<file path="config.mk">
export PLATFORM = sky130hd
export DESIGN_NAME = rxcs_top
export DESIGN_NICKNAME = d
export VERILOG_FILES = /design/src/pkg/rxcs_pkg.sv /design/src/rtl/rxcs_framer_ctrl.sv /design/src/rtl/rxcs_top.sv
export SDC_FILE = /design/constraint.sdc
export NUM_CORES = 1
export LEC_CHECK = 0
export ABC_AREA = 1
export BUFFER_PORTS_ARGS = -buffer_cell sky130_fd_sc_hd__buf_2
export CAP_MARGIN = 30
export CORE_ASPECT_RATIO = 1.4
export CORE_MARGIN = 5
export CORE_UTILIZATION = 48
export CTS_BUF_LIST = sky130_fd_sc_hd__clkbuf_8
export DETAILED_ROUTE_END_ITERATION = 8
export HOLD_SLACK_MARGIN = 0.12
export PLACE_DENSITY = 0.88
export SKIP_LAST_GASP = 1
export SLEW_MARGIN = 25
export SYNTH_ARGS = -nofsm -noshare
export SYNTH_HDL_FRONTEND = slang
export SYNTH_SLANG_ARGS = --single-unit
</file>
<file path="constraint.sdc">
create_clock -name pclk -period 1.8 [get_ports pclk]
set_clock_uncertainty 0.1 [all_clocks]
set_input_delay 0.09 -clock pclk [delete_from_list [all_inputs] [get_ports pclk]]
set_output_delay 0.09 -clock pclk [all_outputs]
set_load 0.02 [all_outputs]
</file>
<file path="src/pkg/rxcs_pkg.sv">
// Shared constants for the receive control-six register bank
`default_nettype none

package rxcs_pkg;

  // Bus widths
  localparam int ADDR_W = 12;
  localparam int DATA_W = 32;
  localparam int REG_W = 8;
  localparam int PAD_W = DATA_W - REG_W;
  localparam int IDX_W = ADDR_W - 2;

  // Register indexes; byte address is four times the index
  localparam logic [IDX_W-1:0] IDX_CTRL_A = 10'h01E;
  localparam logic [IDX_W-1:0] IDX_CTRL_B = 10'h0BE;
  localparam logic [IDX_W-1:0] IDX_MON_A = 10'h0F0;
  localparam logic [IDX_W-1:0] IDX_MON_B = 10'h0F1;

  // Field layout of the control register and width of the monitor slot
  localparam int CRC6_SEL_BIT = 7;
  localparam int ACCUM_SRC_BIT = 6;
  localparam int MAN_LATCH_BIT = 5;
  localparam int CHAN_MSB = 4;
  localparam int CHAN_LSB = 0;
  localparam int CHAN_W = CHAN_MSB - CHAN_LSB + 1;
  localparam int SLOT_W = 8;

  // Reset values
  localparam logic [REG_W-1:0] CTRL_RESET = 8'h00;
  localparam logic [SLOT_W-1:0] MON_RESET = 8'h00;
  localparam logic [DATA_W-1:0] RDATA_ZERO = 32'h0000_0000;

  // Timing: settle time before counters may be read
  localparam int CLK_PERIOD_NS = 10;
  localparam int LATCH_SETTLE_NS = 972;
  localparam int LATCH_SETTLE_CYC = (LATCH_SETTLE_NS + CLK_PERIOD_NS - 1) / CLK_PERIOD_NS;

  // Byte address of a register index
  function automatic logic [ADDR_W-1:0] byte_addr(input logic [IDX_W-1:0] idx);
    byte_addr = {idx, 2'b00};
  endfunction : byte_addr

endpackage : rxcs_pkg

`default_nettype wire

</file>
<file path="src/rtl/rxcs_framer_ctrl.sv">
// One framer's receive control register, manual latch and channel monitor
`timescale 1ns/10ps
`default_nettype none

module rxcs_framer_ctrl #(
  parameter int SLOT_W = rxcs_pkg::SLOT_W
) (
  // Clock and reset
  input wire logic pclk,
  input wire logic presetn,
  // Register write
  input wire logic wr_en,
  input wire logic [rxcs_pkg::REG_W-1:0] wdata,
  // Framer side
  input wire logic timed_tick,
  input wire logic [rxcs_pkg::CHAN_W-1:0] slot_num,
  input wire logic [SLOT_W-1:0] slot_data,
  input wire logic slot_valid,
  // Outputs
  output logic [rxcs_pkg::REG_W-1:0] ctrl_reg,
  output logic crc6_sel,
  output logic [rxcs_pkg::CHAN_W-1:0] chan_sel,
  output logic latch_reg,
  output logic [SLOT_W-1:0] mon_reg
);

  logic man_prev_reg;
  wire [rxcs_pkg::REG_W-1:0] ctrl_next;
  wire latch_next;
  wire [SLOT_W-1:0] mon_next;
  wire man_mode;
  wire man_bit;
  wire man_rise;
  wire chan_hit;

  assign ctrl_next = wr_en ? wdata : ctrl_reg;
  assign crc6_sel = ctrl_reg[rxcs_pkg::CRC6_SEL_BIT];
  assign chan_sel = ctrl_reg[rxcs_pkg::CHAN_MSB:rxcs_pkg::CHAN_LSB];
  assign man_mode = ctrl_reg[rxcs_pkg::ACCUM_SRC_BIT];
  assign man_bit = ctrl_reg[rxcs_pkg::MAN_LATCH_BIT];
  // Edge tracked in both modes, so a bit left high before manual mode never fires
  assign man_rise = man_mode & man_bit & ~man_prev_reg;
  assign latch_next = man_mode ? man_rise : timed_tick;
  assign chan_hit = slot_valid && (slot_num == chan_sel);
  assign mon_next = chan_hit ? slot_data : mon_reg;

  always_ff @(posedge pclk or negedge presetn) begin
    if (!presetn) begin
      ctrl_reg <= rxcs_pkg::CTRL_RESET;
      man_prev_reg <= 1'b0;
      latch_reg <= 1'b0;
      mon_reg <= rxcs_pkg::MON_RESET;
    end else begin
      ctrl_reg <= ctrl_next;
      man_prev_reg <= man_bit;
      latch_reg <= latch_next;
      mon_reg <= mon_next;
    end
  end

endmodule : rxcs_framer_ctrl

`default_nettype wire

</file>
<file path="src/rtl/rxcs_top.sv">
// APB register bank holding the receive control-six register of two framers
//
// Operation
// - Bit 7 picks receive CRC6 variant: 0 standard, 1 Japanese.
// - Bit 6 picks latch source: 0 timed interval, 1 manual bit.
// - Manual update bit acts only while manual source is selected.
// - Manual bit rising: next cycle counts latched and running counters cleared.
// - Bits 4..0 choose receive channel copied into the monitor register.
// - Framer A copy at index 0x1E, framer B at 0xBE, independent.
`timescale 1ns/10ps
`default_nettype none

module rxcs_top #(
  parameter int SLOT_W = rxcs_pkg::SLOT_W
) (
  // Clock and reset
  input wire logic pclk,
  input wire logic presetn,
  // APB slave
  input wire logic psel,
  input wire logic penable,
  input wire logic pwrite,
  input wire logic [rxcs_pkg::ADDR_W-1:0] paddr,
  input wire logic [rxcs_pkg::DATA_W-1:0] pwdata,
  output logic pready,
  output logic [rxcs_pkg::DATA_W-1:0] prdata,
  output logic pslverr,
  // Framer A receive side
  input wire logic timed_tick_a,
  input wire logic [rxcs_pkg::CHAN_W-1:0] rx_slot_num_a,
  input wire logic [SLOT_W-1:0] rx_slot_data_a,
  input wire logic rx_slot_valid_a,
  output logic rx_crc6_variant_select_a,
  output logic [rxcs_pkg::CHAN_W-1:0] rx_monitor_chan_a,
  output logic error_count_latch_a,
  // Framer B receive side
  input wire logic timed_tick_b,
  input wire logic [rxcs_pkg::CHAN_W-1:0] rx_slot_num_b,
  input wire logic [SLOT_W-1:0] rx_slot_data_b,
  input wire logic rx_slot_valid_b,
  output logic rx_crc6_variant_select_b,
  output logic [rxcs_pkg::CHAN_W-1:0] rx_monitor_chan_b,
  output logic error_count_latch_b
);

  // Decode
  wire setup_phase;
  wire access_phase;
  wire hit_ctrl_a;
  wire hit_ctrl_b;
  wire hit_mon_a;
  wire hit_mon_b;
  wire mapped;
  wire bad_access;
  wire wr_ctrl_a;
  wire wr_ctrl_b;
  wire [rxcs_pkg::REG_W-1:0] wbyte;
  wire [rxcs_pkg::REG_W-1:0] ctrl_a;
  wire [rxcs_pkg::REG_W-1:0] ctrl_b;
  wire [SLOT_W-1:0] rx_channel_monitor_reg_a;
  wire [SLOT_W-1:0] rx_channel_monitor_reg_b;
  wire [rxcs_pkg::DATA_W-1:0] rd_mux;
  wire [rxcs_pkg::DATA_W-1:0] prdata_next;
  wire pslverr_next;
  logic [rxcs_pkg::DATA_W-1:0] prdata_reg;
  logic pslverr_reg;

  assign setup_phase = psel & ~penable;
  assign access_phase = psel & penable;
  assign hit_ctrl_a = (paddr == rxcs_pkg::byte_addr(rxcs_pkg::IDX_CTRL_A));
  assign hit_ctrl_b = (paddr == rxcs_pkg::byte_addr(rxcs_pkg::IDX_CTRL_B));
  assign hit_mon_a = (paddr == rxcs_pkg::byte_addr(rxcs_pkg::IDX_MON_A));
  assign hit_mon_b = (paddr == rxcs_pkg::byte_addr(rxcs_pkg::IDX_MON_B));
  assign mapped = hit_ctrl_a | hit_ctrl_b | hit_mon_a | hit_mon_b;
  // Monitor registers are read only; a write there is answered with an error
  assign bad_access = ~mapped | (pwrite & (hit_mon_a | hit_mon_b));
  assign wbyte = pwdata[rxcs_pkg::REG_W-1:0];
  // Writes land only at the completing edge of the access phase
  assign wr_ctrl_a = access_phase & pwrite & hit_ctrl_a;
  assign wr_ctrl_b = access_phase & pwrite & hit_ctrl_b;

  assign rd_mux = hit_ctrl_a ? {{rxcs_pkg::PAD_W{1'b0}}, ctrl_a} :
                  hit_ctrl_b ? {{rxcs_pkg::PAD_W{1'b0}}, ctrl_b} :
                  hit_mon_a ? {{(rxcs_pkg::DATA_W-SLOT_W){1'b0}}, rx_channel_monitor_reg_a} :
                  hit_mon_b ? {{(rxcs_pkg::DATA_W-SLOT_W){1'b0}}, rx_channel_monitor_reg_b} :
                  rxcs_pkg::RDATA_ZERO;

  // Read data captured in setup so the access phase needs no wait state
  assign prdata_next = setup_phase ? ((pwrite | bad_access) ? rxcs_pkg::RDATA_ZERO : rd_mux)
                                   : prdata_reg;
  assign pslverr_next = setup_phase ? bad_access : pslverr_reg;

  always_ff @(posedge pclk or negedge presetn) begin
    if (!presetn) begin
      prdata_reg <= rxcs_pkg::RDATA_ZERO;
      pslverr_reg <= 1'b0;
    end else begin
      prdata_reg <= prdata_next;
      pslverr_reg <= pslverr_next;
    end
  end

  assign pready = access_phase;
  assign prdata = prdata_reg;
  assign pslverr = pslverr_reg & access_phase;

  // Framer A copy
  rxcs_framer_ctrl #(
    .SLOT_W(SLOT_W)
  ) u_framer_a (
    .pclk(pclk),
    .presetn(presetn),
    .wr_en(wr_ctrl_a),
    .wdata(wbyte),
    .timed_tick(timed_tick_a),
    .slot_num(rx_slot_num_a),
    .slot_data(rx_slot_data_a),
    .slot_valid(rx_slot_valid_a),
    .ctrl_reg(ctrl_a),
    .crc6_sel(rx_crc6_variant_select_a),
    .chan_sel(rx_monitor_chan_a),
    .latch_reg(error_count_latch_a),
    .mon_reg(rx_channel_monitor_reg_a)
  );

  // Framer B copy
  rxcs_framer_ctrl #(
    .SLOT_W(SLOT_W)
  ) u_framer_b (
    .pclk(pclk),
    .presetn(presetn),
    .wr_en(wr_ctrl_b),
    .wdata(wbyte),
    .timed_tick(timed_tick_b),
    .slot_num(rx_slot_num_b),
    .slot_data(rx_slot_data_b),
    .slot_valid(rx_slot_valid_b),
    .ctrl_reg(ctrl_b),
    .crc6_sel(rx_crc6_variant_select_b),
    .chan_sel(rx_monitor_chan_b),
    .latch_reg(error_count_latch_b),
    .mon_reg(rx_channel_monitor_reg_b)
  );

  // Latch must land within the software settle window
  localparam int SETTLE_CYC = rxcs_pkg::LATCH_SETTLE_CYC;
endmodule : rxcs_top

`default_nettype wire

</file>
==> flow_metrics.env, run 1 <==
export IMPL_status="finished, final reports clean"
export IMPL_syn_avg_cell_area_sq_um=7.45
export IMPL_post_route_util=0.611
export IMPL_postLayoutCellArea_sq_um=3330
export IMPL_grt_overflow=0
export IMPL_cp_max_fo=16
export IMPL_fin_setup_tns_ns=0
export IMPL_ios=127
export IMPL_r2r_start="u_framer_a.ctrl_reg[1]$_DFFE_PN0P_"
export IMPL_placedInstanceArea_sq_um=2950
export IMPL_final_hold_violation_count=0
export IMPL_crit_arrival_ns=1.61
export IMPL_worst_hold_slack_ns=0.219
export IMPL_final_cell_mix="101 x nand2_1, 78 x buf_2, 45 x dfrtp_1"
export IMPL_power_mw=2.01
export IMPL_critPathMaxStageDelay_ns=0.36
export IMPL_gp_congestion=0.901
export IMPL_power_density_nw_per_um2=604
export IMPL_leakage_nw=1.94
export IMPL_cts_tree="built"
export IMPL_cts_setup_buffers=0
export IMPL_max_cap_viol_count=0
export IMPL_portBuffers=78
export IMPL_root_buffer="clkbuf_8"
export IMPL_die_area_sq_um=7100
export IMPL_placed_cells=490
export IMPL_cpMostUsedCell="a21oi_1"
export IMPL_grt_pass1_wl_um=10400
export IMPL_layout_drive_gt1_share=0.247
export IMPL_r2r_slack_ns=0.26
export IMPL_cts_htree_levels=2
export IMPL_rsz0062_at_grt="no"
export IMPL_yosysTopAreaCell="dfrtp_1"
export IMPL_hold_depth=7
export IMPL_path_cells="inv_1, nand2_1, o21ai_0, a21oi_1, nand4_2, nor2_1, a21oi_1"
export IMPL_holdCritStartpoint="paddr[8]"
export IMPL_ys_seq_area_frac=0.427
export IMPL_track_usage=0.183
export IMPL_cts_path_max_buffers=2
export IMPL_via_per_inst=4.63
export IMPL_fin_ws_ns=0.265
export IMPL_grt_max_degree=46
export IMPL_rr_worst_depth=7
export IMPL_drt_wirelength_per_cell_um=11.8
export IMPL_place_ws_ns=0.263
export IMPL_initial_core_util=0.485
export IMPL_max_freq_mhz=651
export IMPL_nets=538
export IMPL_nFillCells=498
export IMPL_cts_buffers=5
export IMPL_synth_seq_cells=45
export IMPL_maxSlewViolCount=0
export IMPL_synth_area_leaders="dfrtp_1 43%, nand2_1 14%, buf_4 9.7%, inv_1 6.3%, nand3_1 5.1%"
export IMPL_ys_warn_count=0
export IMPL_dieHeight_um=97.7
export IMPL_post_cts_resized=0
export IMPL_max_slew_margin=0.630
export IMPL_drt_iter0_drc=184
export IMPL_yosysTopAreaCellShare=0.427
export IMPL_worstSetupPathType="reg2reg"
export IMPL_rr_endpoint="u_framer_a.mon_reg[6]$_DFFE_PN0P_"
export IMPL_syn_area_sq_um=2640
export IMPL_required_ns=1.88
export IMPL_layout_commonest_cell="nand2_1"
export IMPL_syn_inst=354
export IMPL_die_width_um=72.7
export IMPL_finalSetupViolCount=0
export IMPL_antenna_found_initial=0
export IMPL_antenna_cells=0
export IMPL_core_area_sq_um=5450
export IMPL_holdPathEnd="pslverr_reg$_DFFE_PN0P_"
export IMPL_remaining_drc_errors=0
export IMPL_period_needed_ns=1.54
export IMPL_first_global_vias=2502
export IMPL_vdd_drop_max_mv=0.361
export IMPL_postRouteAntennaNets=0
export IMPL_num_rows=32
export IMPL_clock_latency_ns=0.31
export IMPL_dpl_hpwl_um=4860
export IMPL_timing_final_crit_share=0.853
export IMPL_yosysUniqueCellTypes=29
export IMPL_crit_slowest_cell="dfrtp_1"
export IMPL_clock_sinks=45
export IMPL_endpoint_kind="register"
export IMPL_hold_class="in2reg"
export IMPL_first_pass_iters=4
export IMPL_wl_um=6230
export IMPL_num_vias=2438
export IMPL_tightestPinTransition_ns=0.556
export IMPL_instances_no_fill=526
export IMPL_syn2layout_area_growth_pct=26.1
export IMPL_clk_pin_slew_worst_paths_ns=0.07
export IMPL_startpoint_type="register"
logic make-up (layout without fill, tap and decap cells):
kind of cell              count (synthesis)  in the layout  share of synthesized area
and+or+nand+nor                         181            181                      0.305
buffers and inverters                    87            168                      0.179
DFF                                      45             45                      0.427
AOI/OAI and AO/OA                        36             36                     0.0740
xor gates and xnor gates                  4              4                     0.0133
other                                     1             24                    0.00142
how the worst max path moves through the flow:
stage                                             startpoint                                 to  slack, ns  depth (start not counted)
final                     u_framer_a.ctrl_reg[1]$_DFFE_PN0P_  u_framer_a.mon_reg[6]$_DFFE_PN0P_       0.26                          7
after CTS                 u_framer_a.ctrl_reg[1]$_DFFE_PN0P_  u_framer_a.mon_reg[6]$_DFFE_PN0P_       0.25                          7
after detailed placement  u_framer_a.ctrl_reg[1]$_DFFE_PN0P_  u_framer_a.mon_reg[3]$_DFFE_PN0P_       0.26                          7
after global routing      u_framer_a.ctrl_reg[1]$_DFFE_PN0P_  u_framer_a.mon_reg[2]$_DFFE_PN0P_       0.04                          7
after global placement                              paddr[2]              prdata[1]$_DFFE_PN0P_       0.32                         10
after floorplan           u_framer_b.ctrl_reg[3]$_DFFE_PN0P_  u_framer_b.mon_reg[6]$_DFFE_PN0P_       0.41                          7
per-layer routing:
metal	up-vias	routed length, um	global-route usage
met5	-	0	0
met4	0	174	0.0710
met3	15	542	0.0474
met2	93	3250	0.331
met1	1090	2260	0.197
li1	1240	-	-
where the power goes:
group,internal [mW],switching [mW]
combinational,0.138,0.185
sequential,1.08,0.0349
clock,0.255,0.318
cell usage after synthesis, drive strengths merged:
master / n
o21ai: 24
nor3: 1
nand4: 2
nand2: 105
clkinv: 1
nor2: 40
inv: 47
a211oi: 1
dfrtp: 45
a21oi: 8
o31ai: 1
buf: 39
nand3: 29
o22ai: 2
xor2: 2
conb: 1
xnor2: 2
or2: 4
worst max-delay path, delay by kind of cell (launching register included):
| family | cells | cell delay (ns) |
|---|---|---|
| compound gates | 3 | 0.29 |
| buf+inv | 1 | 0.07 |
| flops | 1 | 0.36 |
| simple gates | 3 | 0.57 |
cell type report:
cell class	count	area, sq um	area share
inverter	48	180	0.0542
clock buffer	5	68.8	0.0207
timing repair buffer	114	736	0.221
multi-input combinational	245	1130	0.338
clock inverter	1	5.00	0.00150
tap	68	85.1	0.0256
sequential	45	1130	0.338
what timing repair did:
action / CTS / global route
hold buffers: 30 / 0
setup endpoints to repair: 0 / 0
hold endpoints to repair: 80 / 0
Note: power is estimated with default switching activity, not from simulation.
==> run 2, diff against run 1 <==
CORE_UTILIZATION = 50   (was 48)
SYNTH_HIERARCHICAL = 1   (was not set)
==> run 2 against run 1 <==
  * Combinational power up 22%
  * Highest routed layer unchanged
  * Global-route usage up 1.7 points
  * Critical path depth is 1 higher
  * Register-to-register slack better by 0.19 ns
  * Final cell count is 8.4% higher
  * Critical path type is now in2reg
  * Via count grew 11%
  * Power increased by 15%
  * Flip-flop and latch count unchanged
  * Clock-buffer cell count increased by 1
  * Synthesized area rose by 12%
  * Sequential share of layout area shrank 3.4 points
==> flow_metrics.env, run 2 <==
export IMPL_required_ns=1.94
export IMPL_num_rows=33
export IMPL_postRouteAntennaNets=0
export IMPL_max_freq_mhz=652
export IMPL_power_density_nw_per_um2=623
export IMPL_yosysMostFrequentCell="nand2_1"
export IMPL_dieHeight_um=101
export IMPL_startpoint_type="input pin"
export IMPL_max_cap_viol_count=0
export IMPL_syn_avg_cell_area_sq_um=7.50
export IMPL_track_usage=0.199
export IMPL_wl_um=7160
export IMPL_grt_pass1_wl_um=11800
export IMPL_hold_class="in2reg"
export IMPL_async_flop_share=1.00
export IMPL_synth_area_leaders="dfrtp_1 38%, nand2_1 14%, buf_4 9.1%, inv_1 6.6%, nor2_1 5.4%"
export IMPL_maxSlewViolCount=0
export IMPL_worst_hold_slack_ns=0.124
export IMPL_synth_seq_cells=45
export IMPL_antenna_found_initial=0
export IMPL_layout_commonest_cell="nand2_1"
export IMPL_fin_setup_tns_ns=0
export IMPL_status="finished, final reports clean"
export IMPL_cts_path_max_buffers=2
export IMPL_synth_edf_count=0
export IMPL_portBuffers=78
export IMPL_tightestPinTransition_ns=0.514
export IMPL_clock_latency_ns=0.30
export IMPL_crit_arrival_ns=1.67
export IMPL_clock_sinks=45
export IMPL_cp_max_fo=10
export IMPL_drt_wirelength_per_cell_um=12.6
export IMPL_root_buffer="clkbuf_8"
export IMPL_synth_common_cells="113 x nand2_1, 52 x inv_1, 45 x dfrtp_1, 43 x nor2_1, 36 x buf_4"
export IMPL_cts_setup_buffers=0
export IMPL_leakage_nw=2.16
export IMPL_worstSetupPathType="in2reg"
export IMPL_die_area_sq_um=7590
export IMPL_cts_buffers=5
export IMPL_post_cts_resized=0
export IMPL_cts_htree_levels=2
export IMPL_critPathMaxStageDelay_ns=0.54
export IMPL_die_width_um=75.1
export IMPL_via_per_inst=4.75
export IMPL_gp_congestion=0.848
export IMPL_endpoint_kind="register"
export IMPL_final_hold_violation_count=0
export IMPL_layout_drive_gt1_share=0.264
export IMPL_core_area_sq_um=5820
export IMPL_first_pass_iters=4
export IMPL_cts_tree="built"
export IMPL_vdd_drop_max_mv=0.474
export IMPL_crit_slowest_cell="dlygate4sd3_1"
export IMPL_num_vias=2708
export IMPL_finalSetupViolCount=0
export IMPL_dpl_hpwl_um=5540
export IMPL_remaining_drc_errors=0
export IMPL_initial_core_util=0.509
export IMPL_cp_top_family="buffers and inverters"
export IMPL_ios=127
export IMPL_max_slew_margin=0.656
export IMPL_yosysUniqueCellTypes=24
export IMPL_first_global_vias=2687
export IMPL_nets=578
export IMPL_timing_final_crit_share=0.851
export IMPL_antenna_cells=0
export IMPL_final_cell_mix="113 x nand2_1, 78 x buf_2, 53 x inv_1"
export IMPL_rsz0062_at_grt="no"
export IMPL_grt_overflow=0
export IMPL_clk_pin_slew_worst_paths_ns=0.08
export IMPL_synth_main_ff_cell="dfrtp_1"
export IMPL_yosysTopAreaCell="dfrtp_1"
export IMPL_syn_inst=395
export IMPL_crit_buf_inv=3
export IMPL_syn_area_sq_um=2960
export IMPL_yosysTopAreaCellShare=0.380
export IMPL_post_route_util=0.636
export IMPL_ys_warn_count=6
export IMPL_path_cells="dlygate4sd3_1, buf_2, nor2_1, inv_2, or2_4, nor2_8, nand3_1, nand2_1"
export IMPL_grt_max_degree=23
export IMPL_drt_iter0_drc=133
export IMPL_syn2layout_area_growth_pct=24.8
export IMPL_ys_seq_area_frac=0.380
export IMPL_period_needed_ns=1.53
-- run 2: cell count changes after synthesis, moves of 5 or more --
cell / delta
nand2_2: +9
inv_1: +8
o21ai_0: -5
or2_0: +7
nand2_1: +12
nor2_8: +5
nand3_1: -9
nand4_1: +16
nor2_1: +9
a21oi_1: -7
-- run 2: kinds of logic after synthesis --
family	share of synthesized area
AND/OR/NAND/NOR	0.414
AO/OA/AOI/OAI	0.0304
flip-flops	0.380
other	0.00127
multiplexers	0.00760
buffers and inverters	0.167
-- run 2: final timing paths --
| check | from | end | slack (ns) | cells after the start |
|---|---|---|---|---|
| max | penable | prdata[2]$_DFFE_PN0P_ | 0.27 | 8 |
| max in group asynchronous | presetn | u_framer_a/ctrl_reg[5]$_DFFE_PN0P_ | 0.48 | 3 |
| min reg2reg | u_framer_a/ctrl_reg[5]$_DFFE_PN0P_ | u_framer_a/man_prev_reg$_DFF_PN0_ | 0.31 | 0 |
| min | rx_slot_num_b[1] | u_framer_b/mon_reg[1]$_DFFE_PN0P_ | 0.12 | 6 |
| min in group asynchronous | presetn | u_framer_a/ctrl_reg[7]$_DFFE_PN0P_ | 0.18 | 3 |
| max reg2reg | u_framer_a/ctrl_reg[4]$_DFFE_PN0P_ | u_framer_a/mon_reg[3]$_DFFE_PN0P_ | 0.45 | 7 |
-- run 2: what timing repair did --
action                                  CTS  global route
endpoints found under the hold margin    80             0
endpoints found under the setup margin    0             0
hold buffers                             31             0
-- run 2: layout make-up --
class                   count  area, sq um
inverters                  56          210
repair buffers            113          731
clock inverters             2         33.8
multi-input cells         278         1430
clock buffers               6         82.6
well taps                  70         87.6
fillers                   484         2120
flip-flops and latches     45         1130
-- run 2: stage by stage --
step	worst slack (ns)	std cells	power (mW)	cell area, sq um
2_1_floorplan	0.395	418	1.39	3050
4_1_cts	0.273	570	2.31	3700
3_5_place_dp	0.273	531	1.49	3270
3_3_place_gp	0.302	531	1.47	3270
5_1_grt	0.181	570	2.40	3700
6_report	0.267	570	2.30	3700
-- run 2: worst reg2reg max path, delay by kind of cell, from the launching register on --
kind	cells	cell delay (ns)
buffers and inverters	1	0.08
DFF	1	0.41
and+or+nand+nor	6	0.66
-- run 2: per-layer routing --
layer,up-vias,wire length [um],share of wire,GRT usage
met5,-,0,0,0
met4,0,159,0.022,0.0712
met3,15,452,0.063,0.0299
met2,91,3810,0.53,0.353
met1,1238,2740,0.38,0.239
li1,1364,-,-,-
-- run 2: where the power goes --
part           internal [mW]  switching (mW)
Combinational          0.160           0.234
Sequential              1.08          0.0493
Clock                  0.447           0.331
Total                   1.69           0.614
